## src/hdl/dbu_regs.svh

```systemverilog
// register offsets, field positions, reset values and timing counts
`ifndef DBU_REGS_SVH
`define DBU_REGS_SVH
`define DBU_OFF_RHR    8'h00
`define DBU_OFF_THR    8'h04
`define DBU_OFF_BRGR   8'h08
`define DBU_OFF_CIDR   8'h0C
`define DBU_OFF_ID_EXTENSION_VALUE   8'h10
`define DBU_OFF_FNR    8'h14
`define DBU_OFF_STAT   8'h18
`define DBU_OFF_MASK   8'h1C
`define DBU_OFF_CTRL   8'h20
`define DBU_ST_RECEIVER_READY_FLAG   0
`define DBU_ST_TRANSMITTER_READY_FLAG   1
`define DBU_ST_TXEMP   2
`define DBU_ST_FRAME   3
`define DBU_ST_OVRE    4
`define DBU_ST_W       5
`define DBU_CD_RST     16'h0000
`define DBU_OVS        4'hF
`endif

```

## src/hdl/dbu_pkg.sv

```systemverilog
// types shared by the debug serial unit
package dbu_pkg;
  typedef struct packed {
    logic [7:0] addr;
    logic [31:0] wdata;
    logic       wr;
    logic       rd;
  } dbu_bus_req_t;
  typedef enum logic [1:0] {TX_IDLE, TX_START, TX_DATA, TX_STOP} dbu_tx_st_t;
  typedef enum logic [1:0] {RX_IDLE, RX_START, RX_DATA, RX_STOP} dbu_rx_st_t;
endpackage

```

## src/hdl/dbu_uart.sv

```systemverilog
// debug serial unit: data, baud, chip id and test reset registers
`timescale 1ns/1ps
`default_nettype none
`include "dbu_regs.svh"
module dbu_uart #(
  parameter logic [4:0]  VERSION  = 5'h01, // arbitrary value
  parameter logic [2:0]  CORE     = 3'h2,  // arbitrary value
  parameter logic [3:0]  NVPSZ    = 4'h9,
  parameter logic [3:0]  NVPSZ2   = 4'h0,
  parameter logic [3:0]  SRAMSZ   = 4'hA,
  parameter logic [7:0]  ARCHITECTURE_FAMILY_ID_ID  = 8'hA5, // arbitrary value
  parameter logic [2:0]  NVPTYPE  = 3'h2,
  parameter logic        HAS_EXT  = 1'b0,
  parameter logic [31:0] EXT_WORD = 32'h0000_0000 // arbitrary value
) (
  // clock and reset
  input  wire logic              sys_clk_i,
  input  wire logic              rstn_i,
  // register bus
  input  wire dbu_pkg::dbu_bus_req_t bus_i,
  output logic [31:0]            rdata_o,
  // serial line
  input  wire logic              rxd_i,
  output logic                   txd_o,
  // test port reset
  input  wire logic              por_n_i,
  output logic                   tap_rst_n_o,
  // interrupt
  output logic                   irq_o
);
  import dbu_pkg::*;

  // size codes must not be one of the reserved codes
  initial begin
    if (NVPSZ == 4'h4 || NVPSZ == 4'h6 || NVPSZ == 4'h8 ||
        NVPSZ == 4'hB || NVPSZ == 4'hD || NVPSZ == 4'hF)
      $error("reserved program memory size code");
    if (SRAMSZ == 4'h0)
      $error("reserved sram size code");
  end

  function automatic logic hit(input logic [7:0] a, input logic [7:0] o);
    hit = (a == o);
  endfunction

  logic [15:0] cd_r;
  logic        fnr_r;
  logic [7:0]  rhr_r;
  logic [7:0]  thr_r;
  logic        receiver_ready_flag_r;
  logic        transmitter_ready_flag_r;
  logic        rx_en_r;
  logic        tx_en_r;
  logic [`DBU_ST_W-1:0] stat_r;
  logic [`DBU_ST_W-1:0] mask_r;
  logic        wr_thr;
  logic        rd_rhr;
  logic        rx_done;
  logic        rx_ferr;
  logic        tx_load;
  logic        tx_busy;
  logic [7:0]  rx_char;

  assign wr_thr = bus_i.wr && hit(bus_i.addr, `DBU_OFF_THR);
  assign rd_rhr = bus_i.rd && hit(bus_i.addr, `DBU_OFF_RHR);

  // configuration registers; only defined field bits are kept
  always_ff @(posedge sys_clk_i or negedge rstn_i) begin
    if (!rstn_i) begin
      cd_r    <= `DBU_CD_RST;
      fnr_r   <= 1'b0;
      mask_r  <= '0;
      rx_en_r <= 1'b0;
      tx_en_r <= 1'b0;
    end else if (bus_i.wr) begin
      if (hit(bus_i.addr, `DBU_OFF_BRGR)) cd_r <= bus_i.wdata[15:0];
      if (hit(bus_i.addr, `DBU_OFF_FNR))  fnr_r <= bus_i.wdata[0];
      if (hit(bus_i.addr, `DBU_OFF_MASK)) mask_r <= bus_i.wdata[`DBU_ST_W-1:0];
      if (hit(bus_i.addr, `DBU_OFF_CTRL)) begin
        rx_en_r <= bus_i.wdata[0];
        tx_en_r <= bus_i.wdata[1];
      end
    end
  end

  // test port reset: forced low or follows power-on reset
  // force select
  assign tap_rst_n_o = fnr_r ? 1'b0 : por_n_i;

  // baud generator: produces a sixteen-times oversample tick
  logic [15:0] div_r;
  logic        tick16;
  always_ff @(posedge sys_clk_i or negedge rstn_i) begin
    if (!rstn_i) begin
      div_r <= 16'h0000;
    end else if (cd_r == 16'h0000 || cd_r == 16'h0001 || div_r >= cd_r - 16'h0001) begin
      div_r <= 16'h0000;
    end else begin
      div_r <= div_r + 16'h0001;
    end
  end
  // divisor one means the bit clock itself is the master clock
  logic        cd_one;
  logic        bit_tick_d;
  assign cd_one = (cd_r == 16'h0001);
  assign tick16 = (cd_r > 16'h0001) && (div_r == cd_r - 16'h0001);

  // rx line synchroniser
  logic rx_s1_r;
  logic rx_s2_r;
  always_ff @(posedge sys_clk_i or negedge rstn_i) begin
    if (!rstn_i) begin
      rx_s1_r <= 1'b1;
      rx_s2_r <= 1'b1;
    end else begin
      rx_s1_r <= rxd_i;
      rx_s2_r <= rx_s1_r;
    end
  end

  // transmit bit tick: every sixteenth oversample, or every clock
  logic [3:0] tx_ph_r;
  logic       tx_tick;
  always_ff @(posedge sys_clk_i or negedge rstn_i) begin
    if (!rstn_i) tx_ph_r <= 4'h0;
    else if (tick16) tx_ph_r <= tx_ph_r + 4'h1;
  end
  assign bit_tick_d = tick16 && (tx_ph_r == `DBU_OVS);
  assign tx_tick = cd_one | bit_tick_d;

  // transmitter
  dbu_tx_st_t  tx_st_r;
  logic [7:0]  tx_sh_r;
  logic [2:0]  tx_cnt_r;
  // next char loaded when shifter free
  assign tx_busy = (tx_st_r != TX_IDLE);
  assign tx_load = tx_en_r && !transmitter_ready_flag_r && !tx_busy && tx_tick;
  always_ff @(posedge sys_clk_i or negedge rstn_i) begin
    if (!rstn_i) begin
      tx_st_r  <= TX_IDLE;
      tx_sh_r  <= 8'h00;
      tx_cnt_r <= 3'h0;
      txd_o    <= 1'b1;
    end else if (tx_tick) begin
      case (tx_st_r)
        TX_IDLE: if (tx_load) begin
          tx_sh_r <= thr_r;
          tx_st_r <= TX_START;
          txd_o   <= 1'b0;
        end
        TX_START: begin
          txd_o    <= tx_sh_r[0];
          tx_sh_r  <= {1'b0, tx_sh_r[7:1]};
          tx_cnt_r <= 3'h0;
          tx_st_r  <= TX_DATA;
        end
        TX_DATA: if (tx_cnt_r == 3'h7) begin
          txd_o   <= 1'b1;
          tx_st_r <= TX_STOP;
        end else begin
          txd_o    <= tx_sh_r[0];
          tx_sh_r  <= {1'b0, tx_sh_r[7:1]};
          tx_cnt_r <= tx_cnt_r + 3'h1;
        end
        TX_STOP: tx_st_r <= TX_IDLE;
        default: tx_st_r <= TX_IDLE;
      endcase
    end
  end

  // transmit holding register and its ready flag
  always_ff @(posedge sys_clk_i or negedge rstn_i) begin
    if (!rstn_i) begin
      thr_r   <= 8'h00;
      transmitter_ready_flag_r <= 1'b1;
    end else if (wr_thr) begin
      thr_r   <= bus_i.wdata[7:0];
      transmitter_ready_flag_r <= 1'b0;
    end else if (tx_load) begin
      transmitter_ready_flag_r <= 1'b1;
    end
  end

  // receiver: samples mid-bit on the oversample ticks
  dbu_rx_st_t  rx_st_r;
  logic [3:0]  rx_ph_r;
  logic [2:0]  rx_cnt_r;
  logic [7:0]  rx_sh_r;
  logic        rx_tick;
  // with divisor one there is no oversample, so each clock is a sample
  assign rx_tick = cd_one | tick16;
  always_ff @(posedge sys_clk_i or negedge rstn_i) begin
    if (!rstn_i) begin
      rx_st_r  <= RX_IDLE;
      rx_ph_r  <= 4'h0;
      rx_cnt_r <= 3'h0;
      rx_sh_r  <= 8'h00;
    end else if (!rx_en_r) begin
      rx_st_r <= RX_IDLE;
    end else if (rx_tick) begin
      rx_ph_r <= cd_one ? 4'h0 : rx_ph_r + 4'h1;
      case (rx_st_r)
        RX_IDLE: if (!rx_s2_r) begin
          rx_st_r <= RX_START;
          rx_ph_r <= 4'h0;
        end
        RX_START: if (cd_one || rx_ph_r == 4'h7) begin
          rx_ph_r  <= 4'h0;
          rx_cnt_r <= 3'h0;
          rx_st_r  <= rx_s2_r ? RX_IDLE : RX_DATA;
        end
        RX_DATA: if (cd_one || rx_ph_r == `DBU_OVS) begin
          rx_sh_r  <= {rx_s2_r, rx_sh_r[7:1]};
          rx_cnt_r <= rx_cnt_r + 3'h1;
          if (rx_cnt_r == 3'h7) rx_st_r <= RX_STOP;
        end
        RX_STOP: if (cd_one || rx_ph_r == `DBU_OVS) rx_st_r <= RX_IDLE;
        default: rx_st_r <= RX_IDLE;
      endcase
    end
  end
  assign rx_done = rx_en_r && rx_tick && (rx_st_r == RX_STOP) &&
                   (cd_one || rx_ph_r == `DBU_OVS);
  assign rx_ferr = rx_done && !rx_s2_r;
  assign rx_char = rx_sh_r;

  // receive holding register and ready flag; a new char beats the read
  always_ff @(posedge sys_clk_i or negedge rstn_i) begin
    if (!rstn_i) begin
      rhr_r   <= 8'h00;
      receiver_ready_flag_r <= 1'b0;
    end else if (rx_done) begin
      rhr_r   <= rx_char;
      receiver_ready_flag_r <= 1'b1;
    end else if (rd_rhr || !rx_en_r) begin
      receiver_ready_flag_r <= 1'b0;
    end
  end

  // sticky status; hardware set wins over write-one-to-clear
  logic [`DBU_ST_W-1:0] ev;
  logic [`DBU_ST_W-1:0] clr;
  assign ev = {rx_done && receiver_ready_flag_r && !rd_rhr, rx_ferr,
               tx_en_r && transmitter_ready_flag_r && !tx_busy, tx_load, rx_done};
  assign clr = (bus_i.wr && hit(bus_i.addr, `DBU_OFF_STAT)) ?
               bus_i.wdata[`DBU_ST_W-1:0] : '0;
  always_ff @(posedge sys_clk_i or negedge rstn_i) begin
    if (!rstn_i) stat_r <= '0;
    else stat_r <= (stat_r & ~clr) | ev;
  end
  assign irq_o = |(stat_r & mask_r);

  // chip identification word
  logic [31:0] cidr;
  assign cidr = {HAS_EXT, NVPTYPE, ARCHITECTURE_FAMILY_ID_ID, SRAMSZ, NVPSZ2, NVPSZ,
                 CORE, VERSION};

  // read mux, one cycle latency; unmapped reads return zero
  always_ff @(posedge sys_clk_i or negedge rstn_i) begin
    if (!rstn_i) begin
      rdata_o <= 32'h0000_0000;
    end else if (bus_i.rd) begin
      case (bus_i.addr)
        `DBU_OFF_RHR:  rdata_o <= {24'h000000, rhr_r};
        `DBU_OFF_BRGR: rdata_o <= {16'h0000, cd_r};
        `DBU_OFF_CIDR: rdata_o <= cidr;
        `DBU_OFF_ID_EXTENSION_VALUE: rdata_o <= HAS_EXT ? EXT_WORD : 32'h0000_0000;
        `DBU_OFF_FNR:  rdata_o <= {31'h0, fnr_r};
        `DBU_OFF_STAT: rdata_o <= {27'h0, stat_r};
        `DBU_OFF_MASK: rdata_o <= {27'h0, mask_r};
        `DBU_OFF_CTRL: rdata_o <= {27'h0, !tx_busy && transmitter_ready_flag_r, transmitter_ready_flag_r,
                                   receiver_ready_flag_r, tx_en_r, rx_en_r};
        default:       rdata_o <= 32'h0000_0000;
      endcase
    end else begin
      rdata_o <= 32'h0000_0000;
    end
  end

  // checks
  tap_force_a: assert property (@(posedge sys_clk_i) disable iff (!rstn_i)
    fnr_r |-> !tap_rst_n_o) else $error("tap reset not held low");
  tap_pass_a: assert property (@(posedge sys_clk_i) disable iff (!rstn_i)
    !fnr_r |-> tap_rst_n_o == por_n_i) else $error("tap reset not por");
  rx_clear_a: assert property (@(posedge sys_clk_i) disable iff (!rstn_i)
    (rd_rhr && !rx_done) |=> !receiver_ready_flag_r) else $error("rx ready kept");
  rx_hold_a: assert property (@(posedge sys_clk_i) disable iff (!rstn_i)
    rx_done |=> receiver_ready_flag_r && rhr_r == $past(rx_char)) else $error("rx char");
  tx_drop_a: assert property (@(posedge sys_clk_i) disable iff (!rstn_i)
    wr_thr |=> !transmitter_ready_flag_r && thr_r == $past(bus_i.wdata[7:0]))
    else $error("tx ready not dropped");
  // a write in the load cycle wins the ready flag, so it is left out here
  tx_load_a: assert property (@(posedge sys_clk_i) disable iff (!rstn_i)
    (tx_load && !wr_thr) |=> transmitter_ready_flag_r && tx_st_r == TX_START && !txd_o)
    else $error("tx load");
  baud_off_a: assert property (@(posedge sys_clk_i) disable iff (!rstn_i)
    (cd_r == 16'h0000) |-> !tx_tick && !rx_tick)
    else $error("baud not off");
  id_extension_value_zero_a: assert property (@(posedge sys_clk_i) disable iff (!rstn_i)
    (bus_i.rd && bus_i.addr == `DBU_OFF_ID_EXTENSION_VALUE && !HAS_EXT) |=> rdata_o == 0)
    else $error("extension not zero");
  cidr_rd_a: assert property (@(posedge sys_clk_i) disable iff (!rstn_i)
    (bus_i.rd && bus_i.addr == `DBU_OFF_CIDR) |=>
    rdata_o[31] == HAS_EXT && rdata_o[7:5] == CORE && rdata_o[4:0] == VERSION)
    else $error("id word");
  rhr_resv_a: assert property (@(posedge sys_clk_i) disable iff (!rstn_i)
    (bus_i.rd && bus_i.addr == `DBU_OFF_RHR) |=> rdata_o[31:8] == 0)
    else $error("reserved bits");
  // line stays at its idle level whenever no frame is under way
  txd_idle_a: assert property (@(posedge sys_clk_i) disable iff (!rstn_i)
    (tx_st_r == TX_IDLE) |-> txd_o)
    else $error("tx line not idle");
  // disabling the receiver drops its ready flag
  rx_dis_a: assert property (@(posedge sys_clk_i) disable iff (!rstn_i)
    !rx_en_r |=> !receiver_ready_flag_r)
    else $error("rx ready kept while off");
  // a finished character always leaves its sticky bit set
  stat_set_a: assert property (@(posedge sys_clk_i) disable iff (!rstn_i)
    rx_done |=> stat_r[0])
    else $error("rx status not set");
  // read data stands one cycle only, zero otherwise
  rd_idle_a: assert property (@(posedge sys_clk_i) disable iff (!rstn_i)
    !bus_i.rd |=> rdata_o == 32'h0000_0000)
    else $error("read data not zero");
  // divisor read back with its upper half clear
  brgr_rd_a: assert property (@(posedge sys_clk_i) disable iff (!rstn_i)
    (bus_i.rd && bus_i.addr == `DBU_OFF_BRGR) |=>
    rdata_o == {16'h0000, $past(cd_r)})
    else $error("divisor read");
  // middle id fields come straight from the parameters
  cidr_mid_a: assert property (@(posedge sys_clk_i) disable iff (!rstn_i)
    (bus_i.rd && bus_i.addr == `DBU_OFF_CIDR) |=>
    rdata_o[30:8] == {NVPTYPE, ARCHITECTURE_FAMILY_ID_ID, SRAMSZ, NVPSZ2, NVPSZ})
    else $error("id fields");
  // only the force bit of its register is ever visible
  fnr_rd_a: assert property (@(posedge sys_clk_i) disable iff (!rstn_i)
    (bus_i.rd && bus_i.addr == `DBU_OFF_FNR) |=> rdata_o[31:1] == 0)
    else $error("force reserved bits");
  // the oversample tick never fires in two cycles running
  tick_gap_a: assert property (@(posedge sys_clk_i) disable iff (!rstn_i)
    tick16 |=> !tick16)
    else $error("oversample tick too fast");
  // clearing a status bit that is not being set leaves it clear
  stat_clr_a: assert property (@(posedge sys_clk_i) disable iff (!rstn_i)
    (clr[0] && !ev[0]) |=> !stat_r[0])
    else $error("status not cleared");
  clr_c: cover property (@(posedge sys_clk_i) disable iff (!rstn_i)
    clr[0] && stat_r[0]);
  rx_c: cover property (@(posedge sys_clk_i) disable iff (!rstn_i) rx_done);
  tx_c: cover property (@(posedge sys_clk_i) disable iff (!rstn_i) tx_load);
  irq_c: cover property (@(posedge sys_clk_i) disable iff (!rstn_i) irq_o);
endmodule // dbu_uart
`default_nettype wire

```

## config.mk

```make
export PLATFORM = sky130hd
export DESIGN_NAME = dbu_uart
export DESIGN_NICKNAME = d
export VERILOG_FILES = /design/src/hdl/dbu_pkg.sv /design/src/hdl/dbu_uart.sv
export VERILOG_INCLUDE_DIRS = /design/src /design/src/hdl
export SDC_FILE = /design/constraint.sdc
export NUM_CORES = 1
export LEC_CHECK = 0
export BUFFER_PORTS_ARGS = -buffer_cell sky130_fd_sc_hd__clkbuf_2
export CAP_MARGIN = 20
export CORE_MARGIN = 5
export CORE_UTILIZATION = 40
export CTS_BUF_LIST = sky130_fd_sc_hd__clkbuf_8
export CTS_CLUSTER_DIAMETER = 40
export DETAILED_ROUTE_END_ITERATION = 8
export MAX_ROUTING_LAYER = met4
export PLACE_DENSITY = 0.68
export RECOVER_POWER = 100
export SLEW_MARGIN = 20
export SYNTH_ARGS = -nofsm -noshare
export SYNTH_HDL_FRONTEND = slang
export SYNTH_SLANG_ARGS = --single-unit
```

## constraint.sdc

```tcl
create_clock -name sys_clk_i -period 4 [get_ports sys_clk_i]
set_input_delay 0.8 -clock sys_clk_i [delete_from_list [all_inputs] [get_ports sys_clk_i]]
set_output_delay 0.8 -clock sys_clk_i [all_outputs]
set_load 0.05 [all_outputs]
```

Yosys cells after proc, flatten, opt, wreduce, memory -nomap -nowiden:

Cells that the tools add are included.

* reductions and logical operators: 50
* mux-type cells: 36
* $lt $le $gt $ge: 2
* equal/unequal tests: 31
* bitwise logic cells: 6
* add/subtract/negate cells: 6

Operator list (count)
* $pmux 30 s7: 1
* $mux 32: 1
* $eq 8x5->1 const B: 3
* $pmux 8 s3: 1
* $mux 2: 10
* $logic_and 1x1->1: 17
* $add 16x1->16 const B: 1
* $eq 16x1->1 const B: 1
* $eq 16x16->1: 1
* $eq 8x4->1 const B: 2
* $ge 16x16->1: 1
* $gt 16x1->1 const B: 1
* $logic_not 16->1: 1
* $mux 16: 1
* $mux 8: 2
* $pmux 2 s4: 2
* $sub 16x1->16 const B: 1
* $ne 3x3->1 const B: 5
* $mux 4: 3
* $pmux 3 s2: 2
* $and 5x5->5: 2
* $ne 2x2->1 const B: 5
* $reduce_and 2->1: 5
* $reduce_bool 2->1: 5
* 28 further kinds: 57

* flip-flop bits (word level): 132
* logic and storage cells: 154
* output and inout port bits: 35
* input bits: 46

Logic depth before layout (Yosys ltp):

Gate-level depths: netlist (run 1).

* depth in word-level cells: 10
* gate-level depth with buffers: 14
* depth with buffers taken out: 13

Worst setup path after synthesis (run 1):

Ideal clock, no wire load.

* path kind: reg2reg
* from: register cd_r[0]
* to: register rhr_r[2]
* clock period less this slack: 3.643 ns
* arrival time: 3.518 ns
* library setup time: 0.125 ns
* stages on the path, launching flop included: 15
* setup slack: 0.357 ns
* buffers on the path: 1
* cell sequence: dfrtp_1 > inv_1 > ha_1 > nor3b_2 > nand2_1 > nor3_1 > nand2_1 > xor2_1 > ha_1 > nand4_1 > nor4_4 > nand2_2 > o41ai_4 > buf_8 > mux2_4

* cells in the longest elaborated chain, start to end: 7
* elaborated cells between the ends (all ways): 10

Ends and longest elaborated chain
* start: declaration: RTL line dbu_uart.sv:46 `logic [15:0] cd_r;`
* start signal: assignment: RTL line dbu_uart.sv:70 `` cd_r <= `DBU_CD_RST; ``
* start signal: assignment: RTL line dbu_uart.sv:76 `` if (hit(bus_i.addr, `DBU_OFF_BRGR)) cd_r <= bus_i.wdata[15:0]; ``
* $sub 16x1->16: RTL line dbu_uart.sv:106 `assign tick16 = (cd_r > 16'h0001) && (div_r == cd_r - 16'h0001);`
* $eq 16x16->1: RTL line dbu_uart.sv:106
* $logic_and 1x1->1: RTL line dbu_uart.sv:106
* $or 1x1->1: RTL line dbu_uart.sv:191 `assign rx_tick = cd_one | tick16;`
* $logic_and 1x1->1 (2 in a row): RTL line dbu_uart.sv:222 `assign rx_done = rx_en_r && rx_tick && (rx_st_r == RX_STOP) &&`
* $logic_and 1x1->1 *: RTL line dbu_uart.sv:222
* end signal: assignment: RTL line dbu_uart.sv:233 `rhr_r <= rx_char;`
* end: declaration: RTL line dbu_uart.sv:48 `logic [7:0] rhr_r;`

Mark *: on every way between the ends. The rest lies on a longest branch, timed or not.
A chain may end at the register's enable or synchronous reset.

Worst setup path in the final report (run 1):

* from: register cd_r[0]
* to: register tx_sh_r[5]

* cells in the longest elaborated chain, start to end: 8
* elaborated cells between the ends (all ways): 10

Ends and longest elaborated chain
* $sub 16x1->16: RTL line dbu_uart.sv:106
* $eq 16x16->1: RTL line dbu_uart.sv:106
* $logic_and 1x1->1: RTL line dbu_uart.sv:106
* $logic_and 1x1->1: RTL line dbu_uart.sv:128 `` assign bit_tick_d = tick16 && (tx_ph_r == `DBU_OVS); ``
* $or 1x1->1 *: RTL line dbu_uart.sv:129 `assign tx_tick = cd_one | bit_tick_d;`
* $logic_and 1x1->1: RTL line dbu_uart.sv:137 `assign tx_load = tx_en_r && !transmitter_ready_flag_r && !tx_busy && tx_tick;`
* $ne 2x2->1 (no line)
* $reduce_and 4->1 (no line) *
* end signal: assignment: RTL line dbu_uart.sv:147 `tx_sh_r <= thr_r;`
* end signal: assignment: RTL line dbu_uart.sv:153 `tx_sh_r <= {1'b0, tx_sh_r[7:1]};`
* end signal: assignment: RTL line dbu_uart.sv:162 `tx_sh_r <= {1'b0, tx_sh_r[7:1]};`
* end: declaration: RTL line dbu_uart.sv:133 `logic [7:0] tx_sh_r;`

Marks and branches as above.

==> results of run 1 <==
==> kinds of logic (layout without fill, tap and decap cells) <==
group	count (synthesis)	count (layout)	share of synthesized area (%)
mux	69	69	12.9
simple gates	186	186	16.9
compound gates	86	86	9.81
buf+inv	52	118	4.40
xor+xnor	29	29	3.98
other cells	1	9	0.0588
fa+ha+maj	30	30	5.89
flops	117	117	46.0
==> state kept, by name (all words and copies together) (netlist names) <==
register,cells
cd_r,16
div_r,16
fnr_r,1
mask_r,5
rdata_o,17
receiver_ready_flag_r,1
rhr_r,8
rx_char,8
rx_cnt_r,3
rx_en_r,1
rx_ph_r,4
rx_s1_r,1
rx_s2_r,1
rx_st_r,2
stat_r,5
thr_r,8
transmitter_ready_flag_r,1
tx_cnt_r,3
tx_en_r,1
tx_ph_r,4
tx_sh_r,8
tx_st_r,2
txd_o,1
==> report_power, final <==
group / internal, mW / switching [mW]
Sequential: 1.22 / 0.0412
Combinational: 0.154 / 0.243
Clock: 0.698 / 0.464
==> how the worst max path moves through the flow <==
stage                     cells past startpoint                 from                endpoint
after floorplan                              14  cd_r[0]$_DFFE_PN0P_    rhr_r[2]$_DFFE_PN0P_
after global placement                       14  cd_r[0]$_DFFE_PN0P_  tx_sh_r[5]$_DFFE_PN0P_
after detailed placement                     14  cd_r[0]$_DFFE_PN0P_  tx_sh_r[3]$_DFFE_PN0P_
after CTS                                    14  cd_r[0]$_DFFE_PN0P_  tx_sh_r[5]$_DFFE_PN0P_
after global routing                         12  cd_r[4]$_DFFE_PN0P_  tx_sh_r[5]$_DFFE_PN0P_
final                                        14  cd_r[0]$_DFFE_PN0P_  tx_sh_r[5]$_DFFE_PN0P_
==> repair_timing <==
item                                    4_1_cts  5_1_grt
hold endpoints to repair                      0        0
endpoints found under the setup margin        0       24
gates resized for setup                       0        2
hold buffers                                  0        0
==> through the flow <==
| stage | hold slack (ns) | setup slack [ns] | cell area [µm²] |
|---|---|---|---|
| floorplan | 0.345 | 0.357 | 6400 |
| global placement | 0.348 | 0.220 | 6850 |
| detailed placement | 0.350 | 0.160 | 6850 |
| CTS | 0.360 | 0.119 | 7270 |
| global route | 0.365 | 0.0189 | 7180 |
| finish | 0.359 | 0.280 | 7180 |
==> metal layers <==
layer | wire length [µm] | part of all wire, % | up-vias | GRT usage [%]
met5 | 0 | 0 | - | -
met3 | 496 | 3.5 | 22 | 3.48
met1 | 6330 | 45 | 2286 | 21.0
met2 | 7140 | 50 | 96 | 27.7
met4 | 229 | 1.6 | 0 | 5.66
li1 | - | - | 2175 | -
==> cells in the final DEF, fill, tap and decap left out, types with 9 or more instances in the layout <==
| master | instances |
|---|---|
| sky130_fd_sc_hd__dfrtp_1 | 113 |
| sky130_fd_sc_hd__nor3_1 | 10 |
| sky130_fd_sc_hd__inv_1 | 21 |
| sky130_fd_sc_hd__nand2_1 | 43 |
| sky130_fd_sc_hd__xnor2_1 | 18 |
| sky130_fd_sc_hd__o21ai_0 | 9 |
| sky130_fd_sc_hd__conb_1 | 9 |
| sky130_fd_sc_hd__clkbuf_1 | 31 |
| sky130_fd_sc_hd__clkbuf_2 | 28 |
| sky130_fd_sc_hd__ha_1 | 30 |
| sky130_fd_sc_hd__nand3_1 | 30 |
| sky130_fd_sc_hd__clkbuf_8 | 19 |
| sky130_fd_sc_hd__nand4_1 | 9 |
| sky130_fd_sc_hd__mux2_2 | 50 |
| sky130_fd_sc_hd__a21oi_1 | 22 |
| sky130_fd_sc_hd__nor2_1 | 27 |
| sky130_fd_sc_hd__xor2_1 | 11 |
| sky130_fd_sc_hd__and3_1 | 14 |
| sky130_fd_sc_hd__buf_4 | 10 |
==> worst max-delay path: cells and delay by family (launching register included) <==
family / cells / cell delay [ns]
adders and majority gates: 2 / 0.48
AOI/OAI and AO/OA: 1 / 0.40
and+or+nand+nor: 7 / 1.45
DFF: 1 / 0.44
muxes: 1 / 0.34
xor gates and xnor gates: 1 / 0.16
buffers and inverters: 2 / 0.33
==> layout make-up <==
class	instances	area, µm²
Multi-Input combinational cell	409	3160
Tap cell	216	270
Timing Repair Buffer	69	332
Sequential cell	117	2930
Clock buffer	19	262
Clock inverter	12	163
Fill cell	1506	8590
Inverter	18	67.6
==> impl_summary.log, run 1 <==
INFO  metric nets = 708
INFO  metric grt_setup_unrepaired = no
INFO  metric post-synth-top-area-cell = sky130_fd_sc_hd__dfrtp_1
INFO  metric design.die.area = 18600 µm²
INFO  metric cellPowerDensity = 392 nW/µm²
INFO  metric drt-wirelength-per-cell = 16.5 µm
INFO  metric clk_root_buffer_cell = sky130_fd_sc_hd__clkbuf_8
INFO  metric power.static_leakage = 3.44 nW
INFO  metric antenna_left = 0
INFO  metric fp.dieW = 136 µm
INFO  metric tritoncts_clock_tree = built
INFO  metric fp.dieH = 136 µm
INFO  metric min_path_cells = 0
INFO  metric post-place-cells = 829
INFO  metric postSynth.asyncResetShare = 100%
INFO  metric grt_first_pass_wirelength = 23900 µm
INFO  metric h-tree-depth = 4
INFO  metric worst_hold_startpoint = rx_s1_r$_DFF_PN1_
INFO  metric io-pin-count = 81
INFO  metric final_report_max_slew_violation_count = 87
INFO  metric gp_routability_congestion = 0.929
INFO  metric post-dp-hpwl = 10700 µm
INFO  metric max_clock_freq = 269 MHz
INFO  metric postLayoutCoreUtil = 45.5%
INFO  metric synth.distinct_cells = 65
INFO  metric initial_core_util = 40.4%
INFO  metric grt_start_max_net_pins = 87
INFO  metric timing.reg2reg.setup_slack = 0.28 ns
INFO  metric worst_path_arrival_time = 4.05 ns
INFO  metric layout_min_cycle_time = 3.72 ns
INFO  metric synthesis.area = 6370 µm²
INFO  metric routed_via_density = 5.32
INFO  metric drc_errors_left = 0
INFO  metric yosysTopAreaCellShare = 44.4%
INFO  metric worst_hold_path.endpoint = rx_s2_r$_DFF_PN1_
INFO  metric ys_dominant_reg_cell = sky130_fd_sc_hd__dfrtp_1
INFO  metric fin_total_pwr = 2.82 mW
INFO  metric synthesis.instances = 570
INFO  metric final_cell_count_no_fill = 860
INFO  metric timing.critical_path.cells = inv_1 > ha_1 > nor3b_2 > nand2_1 > nor3_2 > nand2_1 > xor2_1 > ha_1 > nand4_1 > nor4_4 > buf_4 > and3_1 > o211a_2 > mux2_4
INFO  metric synthTopCellsByCount = 113 x sky130_fd_sc_hd__dfrtp_1, 51 x sky130_fd_sc_hd__mux2_2, 43 x sky130_fd_sc_hd__nand2_1, 30 x sky130_fd_sc_hd__ha_1, 30 x sky130_fd_sc_hd__nand3_1
INFO  metric cts_buffer_depth = 2
INFO  metric irDropWorstVdd = 0.000237 V
INFO  metric worst_setup_path_end_kind = flop
INFO  metric critPathLaunchType = flop
INFO  metric yosys.cell_count.top_type = sky130_fd_sc_hd__dfrtp_1
INFO  metric maxSlewHeadroom = -39.2%
INFO  metric port-buffer-count = 55
INFO  metric setup_viol = 0
INFO  metric yosysWarnings = 0
INFO  metric initialDrtViolationCount = 291
INFO  metric setup_total_negative_slack = 0 ns
INFO  metric crit_path_max_incr_delay = 0.44 ns
INFO  metric r2r.worst_path.cells = 14
INFO  metric antenna_found_initial = 0
INFO  metric areaGrowthSynthToFinish = 12.7%
INFO  metric number_of_enable_type_register_cells_in_the_synthesized_netlist = 0
INFO  metric synth-seq-cells = 117
INFO  metric fin_worst_skew = 0.00943 ns
INFO  metric seq_area_frac_synth = 46.0%
INFO  metric status = finished with violations
INFO  metric syn-mean-instance-area = 11.2 µm²
INFO  metric violations = max-capacitance violations, max-slew violations
INFO  metric timing.critical_path.required = 4.33 ns
INFO  metric cts_setup_buffers = 0
INFO  metric tightest_slew = 2.09 ns
INFO  metric grt_remaining_overflow = 0
INFO  metric num_rows = 46
INFO  metric critical_path.reg2reg.startpoint = cd_r[0]$_DFFE_PN0P_
INFO  metric clk_transition_reported_paths = 0.07 ns
INFO  metric cts_made_buffers = 17
INFO  metric share_of_cells_above_drive_strength_1 = 22.8%
INFO  metric synth_area_leaders = sky130_fd_sc_hd__dfrtp_1 44%, sky130_fd_sc_hd__mux2_2 9.0%, sky130_fd_sc_hd__ha_1 5.9%
INFO  metric clock_insertion_delay_worst_skew = 0.44 ns
INFO  metric count_of_vias_placed_by_the_detailed_router = 4579
INFO  metric hold_violations = 0
INFO  metric min_period_over_period = 93.0%
INFO  metric via_count_of_the_first_global_routing_pass = 4657
INFO  metric worstSetupPathType = flop to flop
INFO  metric placeableCoreArea = 15800 µm²
INFO  metric drv.max_cap_violation_count = 1
INFO  metric worstHoldPathType = flop to flop
INFO  metric cts_sinks = 117
INFO  metric gr-usage-all-layers = 16.9%
INFO  metric r2r-end = tx_sh_r[5]$_DFFE_PN0P_
INFO  metric diodes = 0
INFO  metric wl = 14200 µm
INFO  metric max_stage_delay_cell_worst_path = sky130_fd_sc_hd__dfrtp_1
INFO  metric timing.critical_path.fanout_max = 8
INFO  metric detail_route.first_pass.iterations = 4
Power figures use the tool's default switching activity.
==> inputs of run 2 (changes only) <==
--- a/config.mk
+++ b/config.mk
@@ -8,13 +8,15 @@
 export LEC_CHECK = 0
 export BUFFER_PORTS_ARGS = -buffer_cell sky130_fd_sc_hd__clkbuf_2
 export CAP_MARGIN = 20
+export CELL_PAD_IN_SITES_DETAIL_PLACEMENT = 1
+export CELL_PAD_IN_SITES_GLOBAL_PLACEMENT = 1
 export CORE_MARGIN = 5
 export CORE_UTILIZATION = 40
 export CTS_BUF_LIST = sky130_fd_sc_hd__clkbuf_8
 export CTS_CLUSTER_DIAMETER = 40
 export DETAILED_ROUTE_END_ITERATION = 8
 export MAX_ROUTING_LAYER = met4
-export PLACE_DENSITY = 0.68
+export PLACE_DENSITY = 0.8
 export RECOVER_POWER = 100
 export SLEW_MARGIN = 20
 export SYNTH_ARGS = -nofsm -noshare
==> run 2 against run 1 <==
Compared with the run above:
- the flow still finishes with violations (max-capacitance violations, max-slew violations)
- total power up 3.3%
- wire length up 19%
- cell area up 0.52%
- non-clock buffer count up 3
- sequential power about the same
- clock power up 6%
- sequential share of layout area down 0.21 points
- sequential cell count unchanged
- die area unchanged
- fmax down 1.3%
- largest cell class unchanged
- highest routed layer unchanged
==> impl_summary.log, run 2 (synthesis results as in run 1) <==
INFO  metric layout.cells.most_common = sky130_fd_sc_hd__dfrtp_1 (unchanged)
INFO  metric power.static_leakage = 3.47 nW (was 3.44 nW)
INFO  metric grt_remaining_overflow = 0 (unchanged)
INFO  metric timing.critical_path.required = 4.34 ns (was 4.33 ns)
INFO  metric drc_errors_left = 0 (unchanged)
INFO  metric cellPowerDensity = 403 nW/µm² (was 392 nW/µm²)
INFO  metric fp.dieH = 136 µm (unchanged)
INFO  metric tritoncts_clock_tree = built (unchanged)
INFO  metric worstSetupPathType = flop to flop (unchanged)
INFO  metric drt-wirelength-per-cell = 19.6 µm (was 16.5 µm)
INFO  metric nets = 711 (was 708)
INFO  metric routed_via_density = 5.50 (was 5.32)
INFO  metric clock_insertion_delay_worst_skew = 0.46 ns (was 0.44 ns)
INFO  metric setup_total_negative_slack = 0 ns (unchanged)
INFO  metric drv.max_cap_violation_count = 2 (was 1)
INFO  metric place_worst_setup_slack = 0.0561 ns (was 0.160 ns)
INFO  metric fin_worst_skew = 0.0114 ns (was 0.00943 ns)
INFO  metric largest_register_ffs = 17 (unchanged)
INFO  metric max_clock_freq = 265 MHz (was 269 MHz)
INFO  metric cts_sinks = 117 (unchanged)
INFO  metric worst_hold_startpoint = rx_s1_r$_DFF_PN1_ (unchanged)
INFO  metric cts_made_buffers = 17 (unchanged)
INFO  metric grt_first_pass_wirelength = 28100 µm (was 23900 µm)
INFO  metric timing.critical_path.cells = nor4_4 > nand2_1 > nor3_2 > nand3b_1 > xor2_1 > ha_1 > nand4_1 > nor4_4 > nand2_2 > o41ai_4 > buf_6 > mux2_1 (was inv_1 > ha_1 > nor3b_2 > nand2_1 > nor3_2 > nand2_1 > xor2_1 > ha_1 > nand4_1 > nor4_4 > buf_4 > and3_1 > o211a_2 > mux2_4)
INFO  metric port-buffer-count = 55 (unchanged)
INFO  metric final_report_max_slew_violation_count = 95 (was 87)
INFO  metric h-tree-depth = 4 (unchanged)
INFO  metric setup_viol = 0 (unchanged)
INFO  metric worstHoldPathType = flop to flop (unchanged)
INFO  metric cts_buffer_depth = 2 (unchanged)
INFO  metric areaGrowthSynthToFinish = 13.3% (was 12.7%)
INFO  metric gr-usage-all-layers = 20.1% (was 16.9%)
INFO  metric hold_violations = 0 (unchanged)
INFO  metric timing.critical_path.fanout_max = 12 (was 8)
INFO  metric final_cell_count_no_fill = 864 (was 860)
INFO  metric timing.reg2reg.setup_slack = 0.23 ns (was 0.28 ns)
INFO  metric crit_path_frequent_cell = sky130_fd_sc_hd__nor4_4
INFO  metric gp_routability_congestion = 0.881 (was 0.929)
INFO  metric initialDrtViolationCount = 226 (was 291)
INFO  metric detail_route.first_pass.iterations = 4 (unchanged)
INFO  metric io-pin-count = 81 (unchanged)
INFO  metric layout_top_registers = rdata_o (17), cd_r (16), div_r (16) (unchanged)
INFO  metric net_switching_component_of_the_power = 793 µW (was 749 µW)
INFO  metric crit_path_max_incr_delay = 0.51 ns (was 0.44 ns)
INFO  metric p_sw_share = 27.2% (was 26.6%)
INFO  metric pwr-share-seq = 43.2% (was 44.7%)
INFO  metric max_stage_delay_cell_worst_path = sky130_fd_sc_hd__dfrtp_1 (unchanged)
INFO  metric antenna_found_initial = 0 (unchanged)
INFO  metric cellInternalPower = 2.12 mW (was 2.07 mW)
INFO  metric design.die.area = 18600 µm² (unchanged)
INFO  metric placeableCoreArea = 15800 µm² (unchanged)
INFO  metric count_of_vias_placed_by_the_detailed_router = 4749 (was 4579)
INFO  metric worst_path_arrival_time = 4.11 ns (was 4.05 ns)
INFO  metric fp.dieW = 136 µm (unchanged)
INFO  metric grt_start_max_net_pins = 66 (was 87)
INFO  metric irDropWorstVdd = 0.000318 V (was 0.000237 V)
INFO  metric worst_hold_path.endpoint = rx_s2_r$_DFF_PN1_ (unchanged)
INFO  metric antenna_left = 0 (unchanged)
INFO  metric timing.hold.ws = 0.360 ns (was 0.359 ns)
INFO  metric via_count_of_the_first_global_routing_pass = 5317 (was 4657)
INFO  metric most_flops_register = rdata_o (unchanged)
INFO  metric worst_setup_path_end_kind = flop (unchanged)
INFO  metric min_path_cells = 0 (unchanged)
INFO  metric critical_path.reg2reg.startpoint = cd_r[4]$_DFFE_PN0P_ (was cd_r[0]$_DFFE_PN0P_)
INFO  metric tightest_slew = 1.62 ns (was 2.09 ns)
INFO  metric share_of_cells_above_drive_strength_1 = 22.8% (about the same)
INFO  metric critPathLaunchType = flop (unchanged)
INFO  metric post-dp-hpwl = 12500 µm (was 10700 µm)
INFO  metric comb_power_share = 14.4% (was 14.1%)
INFO  metric clkPwrFrac = 42.4% (was 41.3%)
INFO  metric grt_setup_unrepaired = no (unchanged)
INFO  metric mostFrequentLayoutCells = 113 x sky130_fd_sc_hd__dfrtp_1, 51 x sky130_fd_sc_hd__mux2_2, 43 x sky130_fd_sc_hd__nand2_1 (was 113 x sky130_fd_sc_hd__dfrtp_1, 50 x sky130_fd_sc_hd__mux2_2, 43 x sky130_fd_sc_hd__nand2_1, 31 x sky130_fd_sc_hd__clkbuf_1)
INFO  metric num_rows = 46 (unchanged)
INFO  metric postLayoutSetupSlackWorst = 0.229 ns (was 0.280 ns)
INFO  metric r2r-end = rhr_r[2]$_DFFE_PN0P_ (was tx_sh_r[5]$_DFFE_PN0P_)
INFO  metric layout_min_cycle_time = 3.77 ns (was 3.72 ns)
INFO  metric status = finished with violations (unchanged)
INFO  metric clk_root_buffer_cell = sky130_fd_sc_hd__clkbuf_8 (unchanged)
INFO  metric violations = max-capacitance violations, max-slew violations (unchanged)
INFO  metric diodes = 0 (unchanged)
INFO  metric min_period_over_period = 94.3% (was 93.0%)
INFO  metric post-place-cells = 832 (was 829)
INFO  metric maxSlewHeadroom = -8.25% (was -39.2%)
INFO  metric clk_transition_reported_paths = 0.07 ns (about the same)
INFO  metric initial_core_util = 40.4% (unchanged)
INFO  metric r2r.worst_path.cells = 12 (was 14)
INFO  metric wl = 16900 µm (was 14200 µm)
-- run 2: cell count changes in the layout (fill, tap and decap cells not counted), sizes merged --
cell    before  now
inv         21   23
buf         10   13
clkinv       4    3
clkbuf      78   77
bufinv       4    5
-- run 2: layer usage --
layer	track usage, %	routed length, µm	up-vias	part of all wire [%]
li1	-	-	2184	-
met1	22.9	6950	2421	41
met2	34.2	8870	104	52
met3	5.33	629	40	3.7
met4	7.50	456	0	2.7
met5	-	0	-	0
-- run 2: area by class of cell --
cell class	instances	area, µm²
fillers	1803	8550
multi-input cells	409	3150
flip-flops and latches	117	2930
repair buffers	72	359
well taps	216	270
clock buffers	18	248
clock inverters	14	195
inverters	18	67.6
-- run 2: power groups by stage --
stage / combinational, mW / sequential (mW) / clock (mW)
5_1_grt: 0.467 / 1.26 / 1.32
3_5_place_dp: 0.420 / 1.28 / 0
3_3_place_gp: 0.396 / 1.28 / 0
2_1_floorplan: 0.290 / 1.27 / 0
4_1_cts: 0.429 / 1.26 / 1.25
6_report: 0.420 / 1.26 / 1.23
-- run 2: worst max-delay path by stage --
stage	startpoint	cells after the start	endpoint	slack (ns)
final	cd_r[4]$_DFFE_PN0P_	12	rhr_r[2]$_DFFE_PN0P_	0.23
after CTS	cd_r[4]$_DFFE_PN0P_	12	tx_sh_r[6]$_DFFE_PN0P_	0.02
after global placement	cd_r[4]$_DFFE_PN0P_	12	tx_sh_r[2]$_DFFE_PN0P_	0.19
after detailed placement	cd_r[4]$_DFFE_PN0P_	12	tx_sh_r[3]$_DFFE_PN0P_	0.06
after floorplan	cd_r[0]$_DFFE_PN0P_	14	rhr_r[2]$_DFFE_PN0P_	0.36
after global routing	cd_r[1]$_DFFE_PN0P_	14	rhr_r[2]$_DFFE_PN0P_	0.02
-- run 2: what timing repair did --
item,4_1_cts,5_1_grt
setup buffers,0,0
hold buffers,0,0
resized for setup,0,4
setup endpoints to repair,0,24
-- run 2: worst max-delay path: cells and delay by family (launching register included) --
kind,cells,cell delay (ns)
simple gates,7,1.70
compound gates,1,0.36
fa+ha+maj,1,0.32
mux,1,0.35
flops,1,0.51
xor+xnor,1,0.17
buf+inv,1,0.24
-- run 2: metrics by stage --
step	util, %	instance area, µm²	total power [mW]
after floorplan	-	6400	1.56
after global placement	43.5	6870	1.67
after detailed placement	43.5	6870	1.70
after CTS	46.4	7310	2.94
after global routing	45.8	7220	3.05
final	45.8	7220	2.91
